`src/logic/serial_host_port_pkg.sv`:
```
package serial_host_port_pkg;

	// ----------------------------------------------------------------
	// command word layout and transfer limits
	// ----------------------------------------------------------------
	localparam int CMD_BITS = 32;
	localparam int CMD_WRITE_BIT = 31;
	localparam int CMD_INCR_BIT = 30;
	localparam int CMD_FUNC_LSB = 28;
	localparam int CMD_ADDR_LSB = 11;
	localparam int CMD_LEN_LSB = 0;
	localparam logic [11:0] MAX_XFER_BYTES = 12'h800;
	localparam logic [11:0] STD_FN_MAX_BYTES = 12'h020;
	localparam logic [11:0] BACKPLANE_MAX_BYTES = 12'h040;
	localparam logic [11:0] WLAN_MAX_BYTES = 12'h200;
	localparam logic [1:0] FN_STD = 2'h0;
	localparam logic [1:0] FN_BACKPLANE = 2'h1;
	localparam logic [1:0] FN_WLAN = 2'h2;
	localparam logic [1:0] FN_THIRD = 2'h3;

	// ----------------------------------------------------------------
	// status word bit positions
	// ----------------------------------------------------------------
	localparam int ST_NOT_AVAIL = 0;
	localparam int ST_UNDERFLOW = 1;
	localparam int ST_OVERFLOW = 2;
	localparam int ST_WLAN_IRQ = 3;
	localparam int ST_THIRD_IRQ = 4;
	localparam int ST_WLAN_RDY = 5;
	localparam int ST_THIRD_RDY = 6;
	localparam int ST_WLAN_PKT = 8;
	localparam int ST_WLAN_LEN_LSB = 9;
	localparam int ST_THIRD_PKT = 20;
	localparam int ST_THIRD_LEN_LSB = 21;

	// ----------------------------------------------------------------
	// straps, reset values, timing
	// ----------------------------------------------------------------
	localparam logic [2:0] SERIAL_STRAP = 3'h2;
	localparam logic [1:0] STRAP_SETTLE = 2'h2;
	localparam logic [7:0] RESP_DELAY_RST = 8'h04;
	localparam int SCLK_MAX_MHZ = 48;
	localparam int CLK_MHZ = 250;
	localparam int SCLK_HALF_CYCLES = CLK_MHZ / (2 * SCLK_MAX_MHZ);

	typedef struct packed {
		logic write;
		logic incr;
		logic [1:0] func;
		logic [16:0] addr;
		logic [10:0] len;
	} xfer_s;

	typedef struct packed {
		logic word32;
		logic big_end;
		logic high_speed;
		logic status_en;
		logic delay_all;
		logic irq_high;
		logic [7:0] resp_delay;
	} cfg_s;

	localparam cfg_s CFG_RST = '{word32: 1'b0, big_end: 1'b0, high_speed: 1'b1,
		status_en: 1'b1, delay_all: 1'b0, irq_high: 1'b1, resp_delay: RESP_DELAY_RST};

	typedef struct packed {
		logic wlan_irq;
		logic third_irq;
		logic wlan_rdy;
		logic third_rdy;
		logic wlan_pkt;
		logic [10:0] wlan_len;
		logic third_pkt;
		logic [10:0] third_len;
	} dev_status_s;

	// wire order is msb first; little endian swaps bytes per frame word
	function automatic logic [31:0] order_bytes(input logic [31:0] w, input logic w32,
		input logic be);
		if (be) begin
			return w;
		end else if (w32) begin
			return {w[7:0], w[15:8], w[23:16], w[31:24]};
		end
		return {w[23:16], w[31:24], w[7:0], w[15:8]};
	endfunction

endpackage

```
`src/logic/pin_sync.sv`:
```
`timescale 1ns/100ps
// two-flop synchroniser with edge detection behind the second flop
module pin_sync #(
	parameter int W = 1,
	parameter logic [W-1:0] RST_VAL = '0
) (
	input wire logic clk,
	input wire logic arst_n,
	input wire logic [W-1:0] pin,
	output logic [W-1:0] level,
	output logic [W-1:0] rise,
	output logic [W-1:0] fall
);
	logic [W-1:0] meta_q;
	logic [W-1:0] sync_q;
	logic [W-1:0] prev_q;

	// meta_q feeds sync_q only
	always_ff @(posedge clk or negedge arst_n) begin
		if (!arst_n) begin
			meta_q <= RST_VAL;
			sync_q <= RST_VAL;
			prev_q <= RST_VAL;
		end else begin
			meta_q <= pin;
			sync_q <= meta_q;
			prev_q <= sync_q;
		end
	end

	assign level = sync_q;
	assign rise = sync_q & ~prev_q;
	assign fall = ~sync_q & prev_q;
endmodule // pin_sync

```
`src/logic/wlan_serial_host_port.sv`:
```
`timescale 1ns/100ps
module wlan_serial_host_port
	import serial_host_port_pkg::*;
(
	input wire logic clk,
	input wire logic arst_n,
	input wire logic [2:0] strap_host_ifc,
	input wire logic sclk,
	input wire logic cs_n,
	input wire logic di,
	output logic do_o,
	output logic do_oe,
	output logic irq_o,
	output logic irq_oe,
	output logic serial_mode,
	input wire cfg_s cfg,
	input wire logic irq_req,
	input wire dev_status_s dev_status,
	output xfer_s cmd,
	output logic cmd_valid,
	output logic [16:0] xfer_addr,
	output logic [31:0] wr_data,
	output logic [16:0] wr_addr,
	output logic wr_valid,
	input wire logic wr_ready,
	input wire logic [31:0] rd_data,
	input wire logic rd_valid,
	output logic rd_pop,
	output logic [2:0] xfer_flags
);
	typedef enum logic [6:0] {
		ST_IDLE = 7'h01,
		ST_CMD = 7'h02,
		ST_WDATA = 7'h04,
		ST_DELAY = 7'h08,
		ST_RDATA = 7'h10,
		ST_STATUS = 7'h20,
		ST_HOLD = 7'h40
	} port_state_e;

	// ----------------------------------------------------------------
	// pin synchronisers
	// ----------------------------------------------------------------
	logic [2:0] link_lvl;
	logic [2:0] link_rise;
	logic [2:0] link_fall;
	logic [2:0] strap_lvl;
	logic sclk_rise;
	logic sclk_fall;
	logic cs_lvl;
	logic cs_rise;
	logic cs_fall;
	logic di_lvl;

	// oversampling at 250 MHz gives at least two samples per 48 MHz half period
	pin_sync #(.W(3), .RST_VAL(3'h2)) u_link_sync (
		.clk(clk),
		.arst_n(arst_n),
		.pin({di, cs_n, sclk}),
		.level(link_lvl),
		.rise(link_rise),
		.fall(link_fall)
	);

	pin_sync #(.W(3), .RST_VAL(3'h0)) u_strap_sync (
		.clk(clk),
		.arst_n(arst_n),
		.pin(strap_host_ifc),
		.level(strap_lvl),
		.rise(),
		.fall()
	);

	assign sclk_rise = link_rise[0];
	assign sclk_fall = link_fall[0];
	assign cs_lvl = link_lvl[1];
	assign cs_rise = link_rise[1];
	assign cs_fall = link_fall[1];
	assign di_lvl = link_lvl[2];

	// ----------------------------------------------------------------
	// strap capture and configuration
	// ----------------------------------------------------------------
	logic [1:0] strap_cnt_q;
	logic serial_mode_q;
	cfg_s cfg_q;

	// straps are taken once, after the synchroniser has filled
	always_ff @(posedge clk or negedge arst_n) begin
		if (!arst_n) begin
			strap_cnt_q <= 2'h0;
			serial_mode_q <= 1'b0;
		end else if (strap_cnt_q < STRAP_SETTLE) begin
			strap_cnt_q <= strap_cnt_q + 2'h1; // parks at three, so straps are taken once
		end else if (strap_cnt_q == STRAP_SETTLE) begin
			strap_cnt_q <= STRAP_SETTLE + 2'h1;
			serial_mode_q <= (strap_lvl == SERIAL_STRAP);
		end
	end

	// configuration only moves between frames, also while a read is parked, never mid-frame
	always_ff @(posedge clk or negedge arst_n) begin
		if (!arst_n) begin
			cfg_q <= CFG_RST;
		end else if (cs_lvl) begin
			cfg_q <= cfg;
		end
	end

	// ----------------------------------------------------------------
	// bit timing
	// ----------------------------------------------------------------
	logic rx_edge;
	logic tx_edge;
	logic [4:0] bit_cnt_q;
	logic word_end;
	logic [31:0] rx_q;
	logic [31:0] rx_word;
	xfer_s rx_cmd;

	assign rx_edge = serial_mode_q & ~cs_lvl & sclk_rise;
	// high speed launches on the capture edge, normal mode on the opposite
	assign tx_edge = serial_mode_q & ~cs_lvl &
		(cfg_q.high_speed ? sclk_rise : sclk_fall);
	assign word_end = rx_edge & (bit_cnt_q == 5'h1F);
	assign rx_word = order_bytes({rx_q[30:0], di_lvl}, cfg_q.word32, cfg_q.big_end);
	assign rx_cmd = xfer_s'(rx_word);

	function automatic logic [9:0] words_of(input xfer_s c);
		logic [11:0] len;
		logic [11:0] cap;
		logic [11:0] sum;
		len = (c.len == 11'h000) ? MAX_XFER_BYTES : {1'b0, c.len};
		unique case (c.func)
			FN_STD: cap = STD_FN_MAX_BYTES;
			FN_BACKPLANE: cap = BACKPLANE_MAX_BYTES;
			FN_WLAN: cap = WLAN_MAX_BYTES;
			FN_THIRD: cap = MAX_XFER_BYTES;
		endcase
		if (len > cap) begin
			len = cap;
		end
		sum = len + 12'h003;
		return sum[11:2];
	endfunction

	function automatic logic [10:0] delay_of(input xfer_s c, input cfg_s g);
		if (c.func == FN_BACKPLANE || g.delay_all) begin
			return {g.resp_delay, 3'h0};
		end
		return 11'h000;
	endfunction

	// ----------------------------------------------------------------
	// transaction sequencer
	// ----------------------------------------------------------------
	port_state_e state_q;
	port_state_e state_d;
	logic fresh_q;
	logic [9:0] words_left_q;
	logic [10:0] delay_left_q;
	logic cmd_done;
	logic load_rd;
	logic load_st;
	logic wr_fire;
	logic new_cmd;

	assign new_cmd = cs_fall & (state_q != ST_HOLD);

	always_comb begin
		state_d = state_q;
		cmd_done = 1'b0;
		load_rd = 1'b0;
		load_st = 1'b0;
		wr_fire = 1'b0;
		if (!serial_mode_q) begin
			state_d = ST_IDLE;
		end else if (cs_rise) begin
			// a read parked right after its command resumes at the next select
			state_d = ((state_q == ST_DELAY || state_q == ST_RDATA) && fresh_q) ?
				ST_HOLD : ST_IDLE;
		end else if (cs_fall) begin
			if (state_q == ST_HOLD) begin
				state_d = (delay_left_q != 11'h000) ? ST_DELAY : ST_RDATA;
			end else begin
				state_d = ST_CMD;
			end
		end else if (rx_edge) begin
			unique case (state_q)
				ST_CMD: begin
					if (word_end) begin
						cmd_done = 1'b1;
						if (rx_cmd.write) begin
							state_d = ST_WDATA;
						end else if (delay_of(rx_cmd, cfg_q) != 11'h000) begin
							state_d = ST_DELAY;
						end else begin
							state_d = ST_RDATA;
							load_rd = 1'b1;
						end
					end
				end
				ST_WDATA: begin
					if (word_end) begin
						wr_fire = 1'b1;
						if (words_left_q == 10'h001) begin
							load_st = cfg_q.status_en;
							state_d = cfg_q.status_en ? ST_STATUS : ST_IDLE;
						end
					end
				end
				ST_DELAY: begin
					if (delay_left_q == 11'h001) begin
						state_d = ST_RDATA;
						load_rd = 1'b1;
					end
				end
				ST_RDATA: begin
					if (word_end) begin
						if (words_left_q == 10'h001) begin
							load_st = cfg_q.status_en;
							state_d = cfg_q.status_en ? ST_STATUS : ST_IDLE;
						end else begin
							load_rd = 1'b1;
						end
					end
				end
				ST_STATUS: begin
					if (word_end) begin
						state_d = ST_IDLE;
					end
				end
				ST_IDLE, ST_HOLD: begin
				end
			endcase
		end
	end

	always_ff @(posedge clk or negedge arst_n) begin
		if (!arst_n) begin
			state_q <= ST_IDLE;
		end else begin
			state_q <= state_d;
		end
	end

	// bit, word and delay counters
	always_ff @(posedge clk or negedge arst_n) begin
		if (!arst_n) begin
			bit_cnt_q <= 5'h00;
			words_left_q <= 10'h000;
			delay_left_q <= 11'h000;
			fresh_q <= 1'b0;
		end else begin
			if (cs_fall || (load_rd && state_q == ST_DELAY)) begin
				bit_cnt_q <= 5'h00;
			end else if (rx_edge) begin
				bit_cnt_q <= bit_cnt_q + 5'h01;
			end
			if (cmd_done) begin
				words_left_q <= words_of(rx_cmd);
				delay_left_q <= delay_of(rx_cmd, cfg_q);
			end else if (word_end && (state_q == ST_WDATA || state_q == ST_RDATA)) begin
				words_left_q <= words_left_q - 10'h001;
			end else if (rx_edge && state_q == ST_DELAY) begin
				delay_left_q <= delay_left_q - 11'h001;
			end
			if (cmd_done) begin
				fresh_q <= 1'b1;
			end else if (rx_edge) begin
				fresh_q <= 1'b0;
			end
		end
	end

	always_ff @(posedge clk or negedge arst_n) begin
		if (!arst_n) begin
			rx_q <= 32'h0000_0000;
		end else if (rx_edge) begin
			rx_q <= {rx_q[30:0], di_lvl};
		end
	end

	// ----------------------------------------------------------------
	// transaction flags and status word
	// ----------------------------------------------------------------
	logic [2:0] flags_q;
	logic [2:0] flags_d;
	logic [2:0] flags_set;
	logic [31:0] status_word;
	logic [1:0] cur_func;

	// a read without delay loads its first word before cmd has been updated
	assign cur_func = cmd_done ? rx_cmd.func : cmd.func;

	always_comb begin
		flags_set = 3'h0;
		flags_set[ST_NOT_AVAIL] = load_rd & ~rd_valid;
		flags_set[ST_UNDERFLOW] = load_rd & ~rd_valid & cur_func[1];
		flags_set[ST_OVERFLOW] = wr_fire & ~wr_ready & (cmd.func != FN_STD);
		// a flag raised in the clearing cycle survives
		flags_d = (new_cmd ? 3'h0 : flags_q) | flags_set;
	end

	always_ff @(posedge clk or negedge arst_n) begin
		if (!arst_n) begin
			flags_q <= 3'h0;
		end else begin
			flags_q <= flags_d;
		end
	end

	always_comb begin
		status_word = 32'h0000_0000;
		status_word[ST_OVERFLOW:ST_NOT_AVAIL] = flags_d;
		status_word[ST_WLAN_IRQ] = dev_status.wlan_irq;
		status_word[ST_THIRD_IRQ] = dev_status.third_irq;
		status_word[ST_WLAN_RDY] = dev_status.wlan_rdy;
		status_word[ST_THIRD_RDY] = dev_status.third_rdy;
		status_word[ST_WLAN_PKT] = dev_status.wlan_pkt;
		status_word[ST_WLAN_LEN_LSB +: 11] = dev_status.wlan_len;
		status_word[ST_THIRD_PKT] = dev_status.third_pkt;
		status_word[ST_THIRD_LEN_LSB +: 11] = dev_status.third_len;
	end

	// ----------------------------------------------------------------
	// transmit path
	// ----------------------------------------------------------------
	logic [31:0] tx_q;
	logic [31:0] tx_d;
	logic [31:0] rd_word;

	assign rd_word = rd_valid ? rd_data : 32'h0000_0000;

	always_comb begin
		tx_d = tx_q;
		if (new_cmd) begin
			tx_d = 32'h0000_0000;
		end else if (load_rd) begin
			tx_d = order_bytes(rd_word, cfg_q.word32, cfg_q.big_end);
		end else if (load_st) begin
			tx_d = order_bytes(status_word, cfg_q.word32, cfg_q.big_end);
		end else if (rx_edge) begin
			tx_d = {tx_q[30:0], 1'b0};
		end
	end

	// next bit goes out on the launch edge, ahead of the host's next rising edge
	always_ff @(posedge clk or negedge arst_n) begin
		if (!arst_n) begin
			tx_q <= 32'h0000_0000;
			do_o <= 1'b0;
			do_oe <= 1'b0;
		end else begin
			tx_q <= tx_d;
			do_oe <= serial_mode_q & ~cs_lvl;
			if (!serial_mode_q || cs_lvl) begin
				do_o <= 1'b0;
			end else if (cs_fall || tx_edge) begin
				do_o <= tx_d[31];
			end
		end
	end

	// ----------------------------------------------------------------
	// user side strobes
	// ----------------------------------------------------------------
	logic [16:0] addr_q;

	always_ff @(posedge clk or negedge arst_n) begin
		if (!arst_n) begin
			cmd <= '0;
			cmd_valid <= 1'b0;
			addr_q <= 17'h00000;
			wr_addr <= 17'h00000;
			wr_data <= 32'h0000_0000;
			wr_valid <= 1'b0;
			rd_pop <= 1'b0;
		end else begin
			cmd_valid <= cmd_done;
			wr_valid <= wr_fire & wr_ready; // dropped words show as overflow unless cmd.func is FN_STD
			rd_pop <= load_rd & rd_valid;
			if (cmd_done) begin
				cmd <= rx_cmd;
				addr_q <= (load_rd && rx_cmd.incr) ? rx_cmd.addr + 17'h00004 : rx_cmd.addr;
			end else if ((wr_fire || load_rd) && cmd.incr) begin
				addr_q <= addr_q + 17'h00004;
			end
			if (wr_fire) begin
				wr_data <= rx_word;
				wr_addr <= addr_q;
			end
		end
	end

	assign xfer_addr = addr_q;
	assign xfer_flags = flags_q;
	assign serial_mode = serial_mode_q;

	// interrupt pin drives only in serial mode, polarity as configured
	always_ff @(posedge clk or negedge arst_n) begin
		if (!arst_n) begin
			irq_o <= 1'b0;
			irq_oe <= 1'b0;
		end else begin
			irq_oe <= serial_mode_q;
			irq_o <= serial_mode_q & (cfg_q.irq_high ? irq_req : ~irq_req);
		end
	end
endmodule // wlan_serial_host_port

```
`config.mk`:
```
export PLATFORM = sky130hd
export DESIGN_NAME = wlan_serial_host_port
export DESIGN_NICKNAME = d
export VERILOG_FILES = /design/src/logic/serial_host_port_pkg.sv /design/src/logic/pin_sync.sv /design/src/logic/wlan_serial_host_port.sv
export SDC_FILE = /design/constraint.sdc
export NUM_CORES = 1
export LEC_CHECK = 0
export ABC_AREA = 1
export BUFFER_PORTS_ARGS = -buffer_cell sky130_fd_sc_hd__buf_4
export CAP_MARGIN = 20
export CORE_UTILIZATION = 54
export CTS_BUF_LIST = sky130_fd_sc_hd__clkbuf_4 sky130_fd_sc_hd__clkbuf_8
export DETAILED_ROUTE_END_ITERATION = 7
export PLACE_DENSITY = 0.79
export SYNTH_ARGS = -nofsm -noshare
export SYNTH_HDL_FRONTEND = slang
export SYNTH_SLANG_ARGS = --single-unit
export TNS_END_PERCENT = 20
```
`constraint.sdc`:
```
create_clock -name clk -period 3.29 [get_ports clk]
set_input_delay 0.1645 -clock clk [delete_from_list [all_inputs] [get_ports clk]]
set_output_delay 0.1645 -clock clk [all_outputs]
set_load 0.02 [all_outputs]
```
==> summary.md <==
| Metric | Value |
|---|---|
| H-tree depth | `2` |
| Final Skew | `0.0290 ns` |
| Worst path cell trace | `inv_2, buf_4, o22ai_1, a21oi_2, nand2_1, nor2_2, nand3_1, inv_1, ha_1, nand3_1, nor2_1, o21ai_0, nand2_1, nand2_4, nand2_1, inv_2, nand3_4, nor2_4, nand2_2, o21ai_2, nand2_1, a21oi_2` |
| Yosys cell types | `56` |
| Die Wd | `about 160 um` |
| # IOs | `194` |
| Initial antenna violation count | `1` |
| CP startpoint kind | `register` |
| Kind of end point of the critical path | `register` |
| DRC Markers | `0` |
| Sequential share of the synthesized area | `45.2%` |
| Ys flop type | `dfrtp_1` |
| Post-Syn Instances | `1,700` |
| Final hold vios | `0` |
| Vias | `13,092` |
| Max Freq | `0.327 GHz` |
| Switching part of the total | `25.6%` |
| Final WL | `40,300 um` |
| Ant. Diodes | `0` |
| Longest Clk Path Bufs | `3` |
| Skew-Pair Late Insertion Delay | `0.56 ns` |
| Layout cells sized above 1 | `roughly 20%` |
| Number of fill cells | `1,985` |
| Area growth from synthesis to layout | `23.9%` |
| CTS tree | `yes` |
| Largest net degree at the start of global routing | `95` |
| CTS Buf Count | `40` |
| Initial drt markers | `1,184` |
| Layout Nets | `2,034` |
| Vias/cell | `5.75` |
| Syn avg cell area | `roughly 7.7 um2` |
| EDFF count, synth | `0` |
| Comb power frac | `11.1%` |
| Share of total power in the clock network | `43.3%` |
| Period minus WS final | `3.06 ns` |
| GRT overflow | `0` |
| Worst hold path type | `input port to register` |
| 1st-pass router iterations | `5` |
| Max-cap violations | `0` |
| Die footprint | `24,900 um2` |
| Async set-or-reset flop fraction in the synthesized netlist | `100%` |
| Arrival @ worst endpoint | `approximately 3.5 ns` |
| VDD IR-drop max | `between 0.2 and 0.25 mV` |
| Worst slew margin | `a little under half` |
| Reg2reg setup slack | `~0.23 ns` |
| Internal power | `between 4000 and 5000 uW` |
| CP Class | `register to register` |
| Reg power frac | `45.6%` |
| Root buf cell | `clkbuf_8` |
| Worst EP required | `3.78 ns` |
| Highest fanout seen on the critical path | `9` |
| Routed WL per cell | `17.7 um` |
| Yosys warnings | `0` |
| Switching power | `1670 uW` |
| RD Place Congestion | `0.945` |
| Hpwl dp | `29,200 um` |
| Fin. max-slew vios | `0` |
| Leakage power | `0.00779 uW` |
| Clk slew on worst S/H paths | `~0.060 ns` |
| Yosys reg bits | `236` |
| PwrDens | `403 nW/um2` |
| Post-synthesis cell area | `roughly 13,000 um2` |
| Fin crit share | `between 90% and 100%` |
| Status | `completed` |
| Final setup fails | `0` |
| Initial core utilization | `55.4%` |
| Vias in the first global route | `around 12,000` |
| Cell mode on critical path | `nand2_1` |
| GRT Util Overall | `32.8%` |
| Worst slew pin tran | `slightly above 0.8 ns` |
| Die height | `158 um` |
| Mapped Nets | `1,799` |
| Setup TNS | `0 ns` |
| Row Count | `56` |
| # port buffers | `between 150 and 200` |
| ANT nets after route | `0` |
| Clock sink count | `about 240` |
| Tot Pwr | `between 6000 and 7000 uW` |
| First-pass GRT wire length | `63,500 um` |
| CP max-delay cell | `dfrtp_2` |
| Core area | `23,600 um2` |
| CP peak stage delay | `0.45 ns` |
[cells in the mapped netlist (2+ instances only)]
| library cell | count | area, um2 |
|---|---|---|
| a21oi_1 | 73 | 365 |
| o21ai_1 | 11 | 55.1 |
| o31ai_1 | 10 | 75.1 |
| nand3_2 | 3 | 30.0 |
| clkinv_1 | 2 | 7.51 |
| o221ai_1 | 38 | 333 |
| o41ai_1 | 6 | 52.6 |
| nand3_1 | 59 | 295 |
| a221oi_1 | 14 | 123 |
| nor2_4 | 5 | 56.3 |
| nand2_1 | 407 | 1530 |
| buf_1 | 10 | 37.5 |
| nor3_1 | 29 | 145 |
| o21ai_0 | 201 | 1010 |
| a31oi_1 | 15 | 93.8 |
| a22oi_1 | 4 | 30.0 |
| o21ai_2 | 5 | 43.8 |
| nand3b_1 | 5 | 37.5 |
| xnor2_1 | 8 | 70.1 |
| or2_2 | 2 | 12.5 |
| a211oi_1 | 4 | 30.0 |
| a221oi_2 | 3 | 45.0 |
| nor2_1 | 147 | 552 |
| inv_1 | 182 | 683 |
| ha_1 | 14 | 175 |
| xor2_1 | 17 | 149 |
| dfrtp_1 | 228 | 5710 |
| nor4_1 | 12 | 75.1 |
| nand4_1 | 17 | 106 |
| o211ai_1 | 6 | 45.0 |
| nand2_2 | 6 | 37.5 |
| inv_2 | 7 | 26.3 |
| buf_4 | 2 | 15.0 |
| clkbuf_1 | 59 | 221 |
| nand2_4 | 4 | 45.0 |
| buf_6 | 5 | 56.3 |
| o221ai_2 | 2 | 30.0 |
| dfstp_2 | 8 | 210 |
| nor2_2 | 8 | 50.1 |
| o22ai_1 | 36 | 225 |
| buf_2 | 11 | 55.1 |
[per-layer routing]
layer	part of all wire (%)	wire (um)	vias up	global-route usage (%)
li1	-	-	6180	-
met1	41	16700	6130	45.0
met2	46	18500	683	51.5
met3	8.8	3530	97	5.28
met4	3.7	1510	2	14.1
met5	0.032	13	-	0
[through the flow]
| stage | cells | utilization [%] | hold WS [ns] | instance area, um2 | worst slack [ns] |
|---|---|---|---|---|---|
| after detailed placement | 2179 | 63.5 | 0.231 | 15000 | 0.138 |
| after floorplan | 1700 | - | -0.131 | 13100 | 0.0565 |
| final | 2278 | 68.7 | 0.0431 | 16200 | 0.233 |
| after CTS | 2268 | 68.1 | 0.0379 | 16100 | 0.143 |
| after global placement | 2179 | 63.5 | 0.231 | 15000 | 0.273 |
| after global routing | 2278 | 68.7 | 0.0900 | 16200 | -0.0490 |
[power groups by stage]
stage               registers, uW  clock network [uW]  logic, uW
global placement             3020                   0        657
CTS                          2970                2850        688
detailed placement           3020                   0        662
floorplan                    3020                   0        388
global route                 2980                2980        797
finish                       2980                2830        727
[worst paths after layout]
kind                                         from                     to  depth (start not counted)
setup / recovery                        cfg_q[12]        words_left_q[9]                         22
hold / removal                      dev_status[3]                tx_q[0]                          3
setup reg to reg                        cfg_q[12]        words_left_q[9]                         22
hold reg to reg            u_strap_sync.meta_q[2]  u_strap_sync.level[2]                          0
max in group asynchronous                  arst_n  u_link_sync.meta_q[1]                          3
min in group asynchronous                  arst_n                 cmd[6]                          2
[critical path, delay by kind of cell, from the launching register on]
family          cells  cell delay [ns]
buf+inv             4             0.51
simple gates       12             1.25
flops               1             0.45
compound gates      5             0.58
fa+ha+maj           1             0.24
[area by class of cell]
type | count | area (um2) | share of cell area (%)
inverter | 193 | 731 | 4.51
tap | 319 | 399 | 2.46
sequential | 236 | 5920 | 36.5
clock inverter | 9 | 125 | 0.772
timing repair buffer | 280 | 2210 | 13.6
clock buffer | 57 | 722 | 4.45
multi-input combinational | 1184 | 6100 | 37.7
[flip-flops by register name, summed over array words and instances, names as in the netlist, 2 cells and up]
| signal | count |
|---|---|
| xfer_flags | 3 |
| cfg_q | 14 |
| u_strap_sync.meta_q | 3 |
| state_q | 7 |
| u_link_sync.level | 3 |
| u_link_sync.meta_q | 3 |
| rx_q | 31 |
| xfer_addr | 17 |
| u_link_sync.prev_q | 2 |
| strap_cnt_q | 2 |
| wr_data | 32 |
| bit_cnt_q | 5 |
| wr_addr | 17 |
| tx_q | 32 |
| words_left_q | 10 |
| cmd | 32 |
| delay_left_q | 11 |
| u_strap_sync.level | 3 |
[cells by family after synthesis]
family,Yosys count,share of synthesized area (%)
AO/OA/AOI/OAI,435,20.1
buffers and inverters,280,8.51
AND/OR/NAND/NOR,710,23.2
flip-flops,236,45.2
adder cells (fa/ha/maj),14,1.34
XOR/XNOR,25,1.67
[what timing repair did]
item,4_1_cts,5_1_grt
hold buffers,23,0
gates resized for setup,0,14
buffers inserted,0,10
endpoints found under the hold margin,110,0
endpoints found under the setup margin,0,23
[cells in the final DEF (no fill, tap or decap), types with 5 or more instances in the layout]
cell type / instances
o21ai_1: 10
inv_2: 7
a221oi_1: 14
a21oi_1: 71
o22ai_1: 36
o31ai_1: 10
dfrtp_1: 226
nand3_1: 59
clkinv_2: 5
nand3b_1: 5
o41ai_1: 6
dfstp_2: 8
buf_4: 251
inv_1: 181
nor2_1: 146
xnor2_1: 8
o221ai_1: 38
o21ai_2: 5
nand2_1: 407
o211ai_1: 6
nor4_1: 11
o21ai_0: 201
xor2_1: 17
dlygate4sd3_1: 23
nor2_2: 7
nand4_1: 17
nand2_2: 6
nor2_4: 7
a31oi_1: 15
clkbuf_8: 47
clkbuf_4: 10
nor3_1: 29
ha_1: 14
No activity file was read; power rests on OpenSTA's default activity.
